`config.mk`:
```
export PLATFORM = sky130hd
export DESIGN_NAME = pia_phy_access
export DESIGN_NICKNAME = d
export VERILOG_FILES = /design/src/pia_pkg.sv /design/src/pia_phy_access.sv
export SDC_FILE = /design/constraint.sdc
export NUM_CORES = 1
export LEC_CHECK = 0
export ABC_AREA = 0
export BUFFER_PORTS_ARGS = -buffer_cell sky130_fd_sc_hd__buf_2
export CAP_MARGIN = 5
export CORE_AREA = 2 2 185 187
export CTS_BUF_LIST = sky130_fd_sc_hd__clkbuf_2 sky130_fd_sc_hd__clkbuf_4 sky130_fd_sc_hd__clkbuf_8
export CTS_CLUSTER_DIAMETER = 40
export DETAILED_ROUTE_END_ITERATION = 10
export DIE_AREA = 0 0 187 189
export GPL_TIMING_DRIVEN = 0
export PLACE_DENSITY = 0.5
export SYNTH_ARGS = -nofsm -noshare
export SYNTH_HDL_FRONTEND = slang
export SYNTH_SLANG_ARGS = --single-unit
```
`constraint.sdc`:
```
create_clock -name aclk -period 5.3 [get_ports aclk]
set_input_delay 0.53 -clock aclk [delete_from_list [all_inputs] [get_ports aclk]]
set_output_delay 0.53 -clock aclk [all_outputs]
set_load 0.01 [all_outputs]
```
`src/pia_pkg.sv`:
```
// package: register map, fields and types of the phy indirect access engine
package pia_pkg;
  localparam logic [11:0] PIA_DATA_OFFSET = 12'h0a4;
  localparam logic [11:0] PIA_CMD_OFFSET = 12'h0a8;
  localparam int PIA_ADDR_MSB = 15;
  localparam int PIA_ADDR_LSB = 11;
  localparam int PIA_INDEX_MSB = 10;
  localparam int PIA_INDEX_LSB = 6;
  localparam int PIA_WNR_BIT = 1;
  localparam int PIA_BUSY_BIT = 0;
  localparam logic [4:0] PIA_ADDR_RESET = 5'h00;
  localparam logic [4:0] PIA_INDEX_RESET = 5'h00;
  localparam logic [15:0] PIA_DATA_RESET = 16'h0000;
  // mdc = aclk / (2 * half period), 2.5 MHz max
  localparam int PIA_MDC_HALF_NS = 200;
  localparam int PIA_CLK_NS = 10;
  localparam int PIA_MDC_HALF_CYC = (PIA_MDC_HALF_NS + PIA_CLK_NS - 1) / PIA_CLK_NS;
  localparam int PIA_FRAME_BITS = 64;
  localparam logic [1:0] PIA_RESP_OKAY = 2'b00;
  localparam logic [1:0] PIA_RESP_SLVERR = 2'b10;

  typedef struct packed {
    logic [4:0] phy_addr;
    logic [4:0] target_reg_index;
    logic write_not_read;
  } pia_cmd_t;

  typedef struct packed {
    logic mdc;
    logic mdio_o;
    logic mdio_oe;
  } pia_mdio_t;
endpackage : pia_pkg

```
`src/pia_phy_access.sv`:
```
// phy indirect access engine: axi4-lite registers driving a clause 22 frame
`timescale 1ns/10ps
module pia_phy_access
  import pia_pkg::*;
#(
  parameter logic [4:0] VPHY_ADDR = 5'h00
)
(
  input wire logic aclk,
  input wire logic aresetn,
  input wire logic [11:0] s_axi_awaddr,
  input wire logic s_axi_awvalid,
  output logic s_axi_awready,
  input wire logic [31:0] s_axi_wdata,
  input wire logic [3:0] s_axi_wstrb,
  input wire logic s_axi_wvalid,
  output logic s_axi_wready,
  output logic [1:0] s_axi_bresp,
  output logic s_axi_bvalid,
  input wire logic s_axi_bready,
  input wire logic [11:0] s_axi_araddr,
  input wire logic s_axi_arvalid,
  output logic s_axi_arready,
  output logic [31:0] s_axi_rdata,
  output logic [1:0] s_axi_rresp,
  output logic s_axi_rvalid,
  input wire logic s_axi_rready,
  output pia_mdio_t mdio_out,
  input wire logic mdio_i
);

  typedef enum logic [1:0] {PIA_IDLE, PIA_SHIFT, PIA_DONE} pia_state_t;

  pia_state_t state_reg;
  pia_cmd_t cmd_reg;
  logic [15:0] wr_data_reg;
  logic [15:0] rd_data_reg;
  logic busy_reg;
  logic [63:0] shift_reg;
  logic [6:0] bit_cnt_reg;
  logic [7:0] div_cnt_reg;
  logic mdc_reg;
  logic mdio_o_reg;
  logic mdio_oe_reg;
  logic [2:0] mdio_sync_reg;
  logic mdio_in_reg;
  logic [11:0] awaddr_reg;
  logic awready_reg;
  logic [31:0] wdata_reg;
  logic [3:0] wstrb_reg;
  logic wready_reg;
  logic bvalid_reg;
  logic [1:0] bresp_reg;
  logic rvalid_reg;
  logic arready_reg;
  logic [1:0] rresp_reg;
  logic [31:0] rdata_reg;

  function automatic logic pia_hit(input logic [11:0] a, input logic [11:0] off);
    pia_hit = (a[11:2] == off[11:2]);
  endfunction : pia_hit

  wire do_write = !awready_reg && !wready_reg && !bvalid_reg;
  wire wr_cmd = do_write && pia_hit(awaddr_reg, PIA_CMD_OFFSET);
  wire wr_data = do_write && pia_hit(awaddr_reg, PIA_DATA_OFFSET);
  wire wr_ok = wr_cmd || wr_data;
  wire do_read = s_axi_arvalid && !rvalid_reg;
  wire rd_cmd = pia_hit(s_axi_araddr, PIA_CMD_OFFSET);
  wire rd_data = pia_hit(s_axi_araddr, PIA_DATA_OFFSET);
  // a command landing mid-frame is dropped; software must poll busy first
  wire launch = wr_cmd && !busy_reg && wstrb_reg[1] && wstrb_reg[0];
  // the virtual phy answers on its strap address; never let frames reach it
  wire vphy_hit = (wdata_reg[PIA_ADDR_MSB:PIA_ADDR_LSB] == VPHY_ADDR);
  wire [31:0] cmd_word = {16'h0000, cmd_reg.phy_addr, cmd_reg.target_reg_index,
                          4'h0, cmd_reg.write_not_read, busy_reg};
  wire [15:0] data_view = cmd_reg.write_not_read ? wr_data_reg : rd_data_reg;
  wire [31:0] rd_word = rd_cmd ? cmd_word : (rd_data ? {16'h0000, data_view} : 32'h0000_0000);
  wire mdc_tick = (div_cnt_reg == 8'(PIA_MDC_HALF_CYC - 1));
  wire fall_edge = mdc_tick && mdc_reg;
  wire rise_edge = mdc_tick && !mdc_reg;
  wire last_bit = (bit_cnt_reg == 7'(PIA_FRAME_BITS - 1));
  // preamble, start 01, op, phy, reg, turnaround, data
  wire [63:0] frame = {32'hffff_ffff, 2'b01,
                       cmd_reg.write_not_read ? 2'b01 : 2'b10,
                       cmd_reg.phy_addr, cmd_reg.target_reg_index,
                       cmd_reg.write_not_read ? 2'b10 : 2'b11,
                       cmd_reg.write_not_read ? wr_data_reg : 16'hffff};
  // read frames release the line from turnaround onward
  wire drive_bit = cmd_reg.write_not_read || (bit_cnt_reg < 7'd46);

  always_ff @(posedge aclk)
  begin
    if (!aresetn)
    begin
      awaddr_reg <= 12'h000;
      awready_reg <= 1'b1;
      wdata_reg <= 32'h0000_0000;
      wstrb_reg <= 4'h0;
      wready_reg <= 1'b1;
      bvalid_reg <= 1'b0;
      bresp_reg <= PIA_RESP_OKAY;
    end
    else
    begin
      if (s_axi_awvalid && awready_reg)
      begin
        awaddr_reg <= s_axi_awaddr;
        awready_reg <= 1'b0;
      end
      if (s_axi_wvalid && wready_reg)
      begin
        wdata_reg <= s_axi_wdata;
        wstrb_reg <= s_axi_wstrb;
        wready_reg <= 1'b0;
      end
      if (do_write)
      begin
        awready_reg <= 1'b1;
        wready_reg <= 1'b1;
        bvalid_reg <= 1'b1;
        bresp_reg <= wr_ok ? PIA_RESP_OKAY : PIA_RESP_SLVERR;
      end
      else if (bvalid_reg && s_axi_bready)
        bvalid_reg <= 1'b0;
    end
  end

  always_ff @(posedge aclk)
  begin
    if (!aresetn)
    begin
      rvalid_reg <= 1'b0;
      arready_reg <= 1'b1;
      rdata_reg <= 32'h0000_0000;
      rresp_reg <= PIA_RESP_OKAY;
    end
    else if (do_read)
    begin
      rvalid_reg <= 1'b1;
      arready_reg <= 1'b0;
      rdata_reg <= rd_word;
      rresp_reg <= (rd_cmd || rd_data) ? PIA_RESP_OKAY : PIA_RESP_SLVERR;
    end
    else if (rvalid_reg && s_axi_rready)
    begin
      rvalid_reg <= 1'b0;
      arready_reg <= 1'b1;
    end
  end

  always_ff @(posedge aclk)
  begin
    if (!aresetn)
    begin
      cmd_reg <= '{PIA_ADDR_RESET, PIA_INDEX_RESET, 1'b0};
      wr_data_reg <= PIA_DATA_RESET;
    end
    else
    begin
      if (launch)
      begin
        cmd_reg.phy_addr <= wdata_reg[PIA_ADDR_MSB:PIA_ADDR_LSB];
        cmd_reg.target_reg_index <= wdata_reg[PIA_INDEX_MSB:PIA_INDEX_LSB];
        cmd_reg.write_not_read <= wdata_reg[PIA_WNR_BIT];
      end
      if (wr_data && !busy_reg)
      begin
        if (wstrb_reg[0])
          wr_data_reg[7:0] <= wdata_reg[7:0];
        if (wstrb_reg[1])
          wr_data_reg[15:8] <= wdata_reg[15:8];
      end
    end
  end

  always_ff @(posedge aclk)
  begin
    if (!aresetn)
      mdio_sync_reg <= 3'b111;
    else
      mdio_sync_reg <= {mdio_sync_reg[1:0], mdio_i};
  end

  always_ff @(posedge aclk)
  begin
    if (!aresetn)
      mdio_in_reg <= 1'b1;
    else if (mdio_sync_reg[1] == mdio_sync_reg[2])
      mdio_in_reg <= mdio_sync_reg[2];
  end

  always_ff @(posedge aclk)
  begin
    if (!aresetn)
    begin
      state_reg <= PIA_IDLE;
      busy_reg <= 1'b0;
      shift_reg <= 64'h0;
      bit_cnt_reg <= 7'd0;
      div_cnt_reg <= 8'd0;
      mdc_reg <= 1'b0;
      mdio_o_reg <= 1'b1;
      mdio_oe_reg <= 1'b0;
      rd_data_reg <= PIA_DATA_RESET;
    end
    else
    begin
      case (state_reg)
        PIA_IDLE:
        begin
          mdc_reg <= 1'b0;
          div_cnt_reg <= 8'd0;
          bit_cnt_reg <= 7'd0;
          if (launch)
          begin
            busy_reg <= 1'b1;
            // virtual phy target: busy still pulses, no frame goes out
            state_reg <= vphy_hit ? PIA_DONE : PIA_SHIFT;
          end
        end
        PIA_SHIFT:
        begin
          div_cnt_reg <= mdc_tick ? 8'd0 : div_cnt_reg + 8'd1;
          if (mdc_tick)
            mdc_reg <= !mdc_reg;
          if (div_cnt_reg == 8'd0 && !mdc_reg && bit_cnt_reg == 7'd0 && !mdio_oe_reg)
            shift_reg <= frame;
          if (fall_edge || (div_cnt_reg == 8'd0 && !mdc_reg && !mdio_oe_reg))
          begin
            mdio_oe_reg <= drive_bit;
            mdio_o_reg <= (bit_cnt_reg == 7'd0) ? frame[63] : shift_reg[63];
          end
          if (rise_edge)
          begin
            shift_reg <= {shift_reg[62:0], mdio_in_reg};
            if (bit_cnt_reg >= 7'd48 && !cmd_reg.write_not_read)
              rd_data_reg <= {rd_data_reg[14:0], mdio_in_reg};
            bit_cnt_reg <= bit_cnt_reg + 7'd1;
            if (last_bit)
              state_reg <= PIA_DONE;
          end
        end
        PIA_DONE:
        begin
          mdio_oe_reg <= 1'b0;
          mdc_reg <= 1'b0;
          busy_reg <= 1'b0;
          state_reg <= PIA_IDLE;
        end
        default:
          state_reg <= PIA_IDLE;
      endcase
    end
  end

  assign s_axi_awready = awready_reg;
  assign s_axi_wready = wready_reg;
  assign s_axi_bvalid = bvalid_reg;
  assign s_axi_bresp = bresp_reg;
  assign s_axi_arready = arready_reg;
  assign s_axi_rvalid = rvalid_reg;
  assign s_axi_rdata = rdata_reg;
  assign s_axi_rresp = rresp_reg;
  assign mdio_out = '{mdc_reg, mdio_o_reg, mdio_oe_reg};
endmodule : pia_phy_access

```
# Word level (Yosys, flattened, before mapping)

Index checks and enable logic that the tools add are counted.

Flip-flop bits (word level): 203
Latch bits: 0
Memory bits (writable): 0
ROM bits: 0
Input port bits: 68
Memories kept: 0

Add/sub/neg operators: 2
Multiply operators: 0
Div/mod/pow operators: 0
Magnitude comparators: 2
Eq/ne operators: 14
Shift-type cells: 0
Mux-type cells: 32
Bitwise logic cells: 1
Reductions and logical operators: 55

Operators with widths:

| cell                                                              | count |
|---|---|
| two-way mux 64 bit                                                | 2 |
| two-way mux 16 bit                                                | 4 |
| equality test 10 x 6 -> 1 bit, second input constant              | 4 |
| logical AND 1 bit                                                 | 20 |
| one-hot mux 8 bit (2 select lines)                                | 1 |
| AND reduction 2 bit                                               | 8 |
| two-way mux 2 bit                                                 | 7 |
| one-hot mux 7 bit (2 select lines)                                | 1 |
| nonzero test 2 bit                                                | 7 |
| two-way mux 1 bit                                                 | 11 |
| != test 2 bit, second input constant                              | 5 |
| adder 8 x 1 -> 8 bit, second input constant                       | 1 |
| equality test 8 x 5 -> 1 bit, second input constant               | 1 |
| zero test 1 bit                                                   | 8 |
| zero test 8 bit                                                   | 1 |
| two-way mux 8 bit                                                 | 1 |
| adder 7 x 1 -> 7 bit, second input constant                       | 1 |
| equality test 7 x 6 -> 1 bit, second input constant               | 1 |
| greater-or-equal comparator 7 x 6 -> 1 bit, second input constant | 1 |
| zero test 7 bit                                                   | 1 |
| < comparator 7 x 6 -> 1 bit, second input constant                | 1 |
| two-way mux 7 bit                                                 | 1 |
| one-hot mux 1 bit (2 select lines)                                | 3 |
| AND reduction 3 bit                                               | 2 |
| other kinds (9)                                                   | 13 |

# Longest topological paths before layout

Depth after elaboration: 9
Gate-level depth with buffers: 8
Gate-level depth less buffers: 6

# Least setup slack after synthesis

Ideal clock, no wire load.

Path type: reg2reg
Start point: register div_cnt_reg[6]
End point: register shift_reg[2]
Data arrival time: 1.955 ns
Required time: 5.159 ns
Path slack: 3.204 ns
Stages on the path, launching flop included: 8
Buffers on the path: 3
Cells stage by stage: dfxtp_1 -> or4_1 -> buf_6 -> or3_1 -> buf_2 -> buf_2 -> o211ai_1 -> o41ai_2

Word-level cells in the longest chain between the ends: 6
Elaborated cells between the ends (all ways): 9
Classes of those cells: eq/ne (1); mux (1); reduce/logical (7)

Ends and longest elaborated chain:

| item                                 | RTL line              | RTL |
|---|---|---|
| from (decl)                          | pia_phy_access.sv:41  | `logic [7:0] div_cnt_reg;` |
| from (signal assigned)               | pia_phy_access.sv:223 | `div_cnt_reg <= mdc_tick ? 8'd0 : div_cnt_reg + 8'd1;` |
| zero test 8 bit                      | pia_phy_access.sv:226 | `if (div_cnt_reg == 8'd0 && !mdc_reg && bit_cnt_reg == 7'd0 && !mdio_oe_reg)` |
| logical AND 1 bit (3 in a row)       | pia_phy_access.sv:226 |  |
| nonzero test 2 bit (no source line)  | n/a                   |  |
| AND reduction 2 bit (no source line) | n/a                   |  |
| to (signal assigned)                 | pia_phy_access.sv:227 | `shift_reg <= frame;` |
| to (signal assigned)                 | pia_phy_access.sv:235 | `shift_reg <= {shift_reg[62:0], mdio_in_reg};` |
| to (decl)                            | pia_phy_access.sv:39  | `logic [63:0] shift_reg;` |

Several ways; a longest one is shown, not always the timed one.
A chain may end at the register's enable or synchronous reset.

# Worst setup path in the final report

Start point: register div_cnt_reg[0]
End point: register mdio_o_reg

Word-level cells in the longest chain between the ends: 5
Elaborated cells between the ends (all ways): 7
Classes of those cells: eq/ne (1); reduce/logical (6)

Ends and longest elaborated chain:

| item                                   | RTL line              | RTL |
|---|---|---|
| zero test 8 bit                        | pia_phy_access.sv:228 | `if (fall_edge \|\| (div_cnt_reg == 8'd0 && !mdc_reg && !mdio_oe_reg))` |
| logical AND 1 bit (2 in a row)         | pia_phy_access.sv:228 |  |
| logical OR 1 bit *                     | pia_phy_access.sv:228 |  |
| AND reduction 2 bit (no source line) * | n/a                   |  |
| to (signal assigned)                   | pia_phy_access.sv:231 | `mdio_o_reg <= (bit_cnt_reg == 7'd0) ? frame[63] : shift_reg[63];` |
| to (decl)                              | pia_phy_access.sv:43  | `logic mdio_o_reg;` |

Every way passes the cells marked *; elsewhere a longest branch is shown, timed or not.

==> flow_summary.toml <==
[yosys]
ys_types = 62
synth_top_cell_by_area = "dfxtp_1"
synthCells = 921
synth_edf_count = 0
synth_seq_cells = 183
synth_area_leaders = "dfxtp_1 (44%), mux2i_1 (8.7%), nand2_1 (7.8%)"
syn_area_um2 = 8250
synth_area_per_cell_um2 = 8.96
async_flop_share_pct = 0
synth_top_area_share_pct = 44.4
seq_area_frac_synth_pct = 44.4
yosysWarnings = 0
synth_top_flop_cell = "dfxtp_1"

[sta]
final-setup-viol-count = 0
fmax_mhz = 412
skew_ps = 17.0
slew_violations = 0
maxSlewHeadroom_pct = 32.4
hold_violations = 0
fin_crit_sh_pct = 45.8
worst_pin_slew_ps = 1010
fin_crit_ps = 2430
setup_tns_ps = 0
rsz0062_at_grt = "false"

[clock_network]
post_cts_resized = 0
cts_tree = "done"
cts_buffer_depth = 2
root_buffer = "clkbuf_8"
clock_sinks = 183
numCtsBuffers = 17
h-tree-depth = 4
ctsHoldBuffers = 0
postCtsSetupBuffers = 0
cts.clk_slew.worst_paths_ps = 90
clock_latency_ps = 470

[finish]
final_area_um2 = 9700
area_delta_synth_final_pct = 17.5
drive_gt1_share_pct = 16.1
mostFrequentLayoutCell = "dfxtp_1"
largest_register_ffs = 64
antenna_cells = 0
nNetsFinal = 1099
final_cell_mix = "dfxtp_1 (183), nand2_1 (172), buf_2 (78)"
utilization_pct = 29.1
fillers = 3621

[worst_setup_path]
r2r_start = "div_cnt_reg[0]"
reg2reg_depth = 6
crit_fanout = 4
cp_cell_sequence = "inv_1 > ha_1 > or4b_1 > a2111oi_1 > nor3b_1 > o21ai_0"
end_kind = "flop"
slowest_stage = "a2111oi_1"
crit_type = "flop to flop"
worst_ep_arrival_time_ps = 2730
worst-r2r-setup-slack_ps = 2870
crit_path_start_kind = "flop"
crit_required_ps = 5600
slowest_delay_ps = 780
r2r_end = "mdio_o_reg"

[placed_design]
dp_hpwl_um = 16500
gp_congestion = 0.759
placed_area_um2 = 9220
port_buffers = 70

[floorplan]
dieWidth_um = 187
rows = 67
core_um2 = 33300
dieArea_um2 = 35300
die_height_um = 189
initial_core_util_pct = 24.8
ioPinCount = 112

[grt]
grt_overflow = 0
grt_first_pass_wirelength_um = 36200
antenna_found_initial = 0
gr-usage-all-layers_pct = 12.8
grt_max_degree = 17
grt_pass1_vias = 6640

[status]
outcome = "complete, no violations"

[power_and_ir_drop]
power_leakage_nw = 3.70
powerDensity_nw_per_um2 = 275
peakVddDrop_mv = 0.151

[worst_hold_path]
worstHoldPathCells = 2
min-delay-path-class = "input pin to flop"
hp-start = "s_axi_rready"
holdPathEnd = "s_axi_rvalid"

[route]
first_pass_iters = 4
vias_per_cell = 4.67
drc = 0
ant_nets = 0
vias = 6946
first_iter_violations = 564
wire_per_inst_um = 15.3
wl_um = 22700

[job]
max_cap_violations = 0
-- synthesized netlist by cell type, types with 6 or more instances --
master / n
nand3_1: 14
mux2i_1: 72
buf_4: 24
o21ai_1: 14
inv_1: 9
a21oi_1: 55
a311oi_1: 11
clkbuf_1: 51
nand2b_1: 30
nor2b_1: 6
buf_2: 8
nor2_1: 39
nand4_1: 6
o211ai_1: 19
a22oi_1: 12
o2111ai_1: 34
o41ai_2: 14
nand2_1: 172
o21ai_0: 35
o2bb2ai_1: 10
buf_1: 11
dfxtp_1: 183
-- final cells by class --
cell class	instances	area [um2]	area share, %
flip-flops and latches	183	3660	37.8
plain buffers	99	509	5.25
multi-input cells	646	4100	42.3
inverters	10	37.5	0.387
clock inverters	12	210	2.17
repair buffers	70	350	3.61
well taps	448	561	5.78
clock buffers	20	263	2.71
-- critical path: cells and delay by family (launching register included) --
kind / cells / cell delay (ps)
DFF: 1 / 340
AOI/OAI and AO/OA: 2 / 870
and+or+nand+nor: 2 / 780
buffers and inverters: 1 / 100
adders and majority gates: 1 / 180
-- routing by layer --
metal	wire length [um]	track usage, %	vias up
li1	-	-	3491
met1	11200	17.5	3327
met2	10700	21.2	108
met3	651	2.30	20
met4	257	2.81	0
met5	0	0	-
-- kinds of logic (layout without fill, tap and decap cells) --
kind of cell,count (synthesis),in the layout,share of synthesized area [%]
muxes,76,76,9.28
other,1,18,0.0455
buffers and inverters,109,211,6.63
adders and majority gates,4,4,0.607
and+or+nand+nor,310,310,17.8
xor gates and xnor gates,5,5,0.531
DFF,183,183,44.4
AOI/OAI and AO/OA,233,233,20.7
-- power by group --
group,internal [W],switching (W),total (W)
clock,0.000593,0.000528,0.00112
combinational,0.0000467,0.0000898,0.000136
sequential,0.00139,0.0000151,0.00141
total,0.00203,0.000633,0.00266
-- worst max-delay path by stage --
stage | from | to | slack (ps)
4_1_cts | div_cnt_reg[0] | mdio_o_reg | 2840
6_report | div_cnt_reg[0] | mdio_o_reg | 2870
3_3_place_gp | aresetn | shift_reg[13] | 2700
3_5_place_dp | aresetn | shift_reg[14] | 2770
2_1_floorplan | div_cnt_reg[6] | shift_reg[2] | 3200
5_1_grt | div_cnt_reg[1] | shift_reg[48] | 2680
-- through the flow --
| step | setup slack, ps | hold WS, ps | power [W] | instances |
|---|---|---|---|---|
| after global placement | 2700 | 402 | 0.00158 | 1456 |
| final | 2870 | 251 | 0.00266 | 1488 |
| after floorplan | 3200 | 386 | 0.00152 | 938 |
| after detailed placement | 2770 | 396 | 0.00158 | 1456 |
| after global routing | 2680 | 230 | 0.00277 | 1488 |
| after CTS | 2840 | 225 | 0.00270 | 1488 |
No activity file was read; power rests on OpenSTA's default activity.
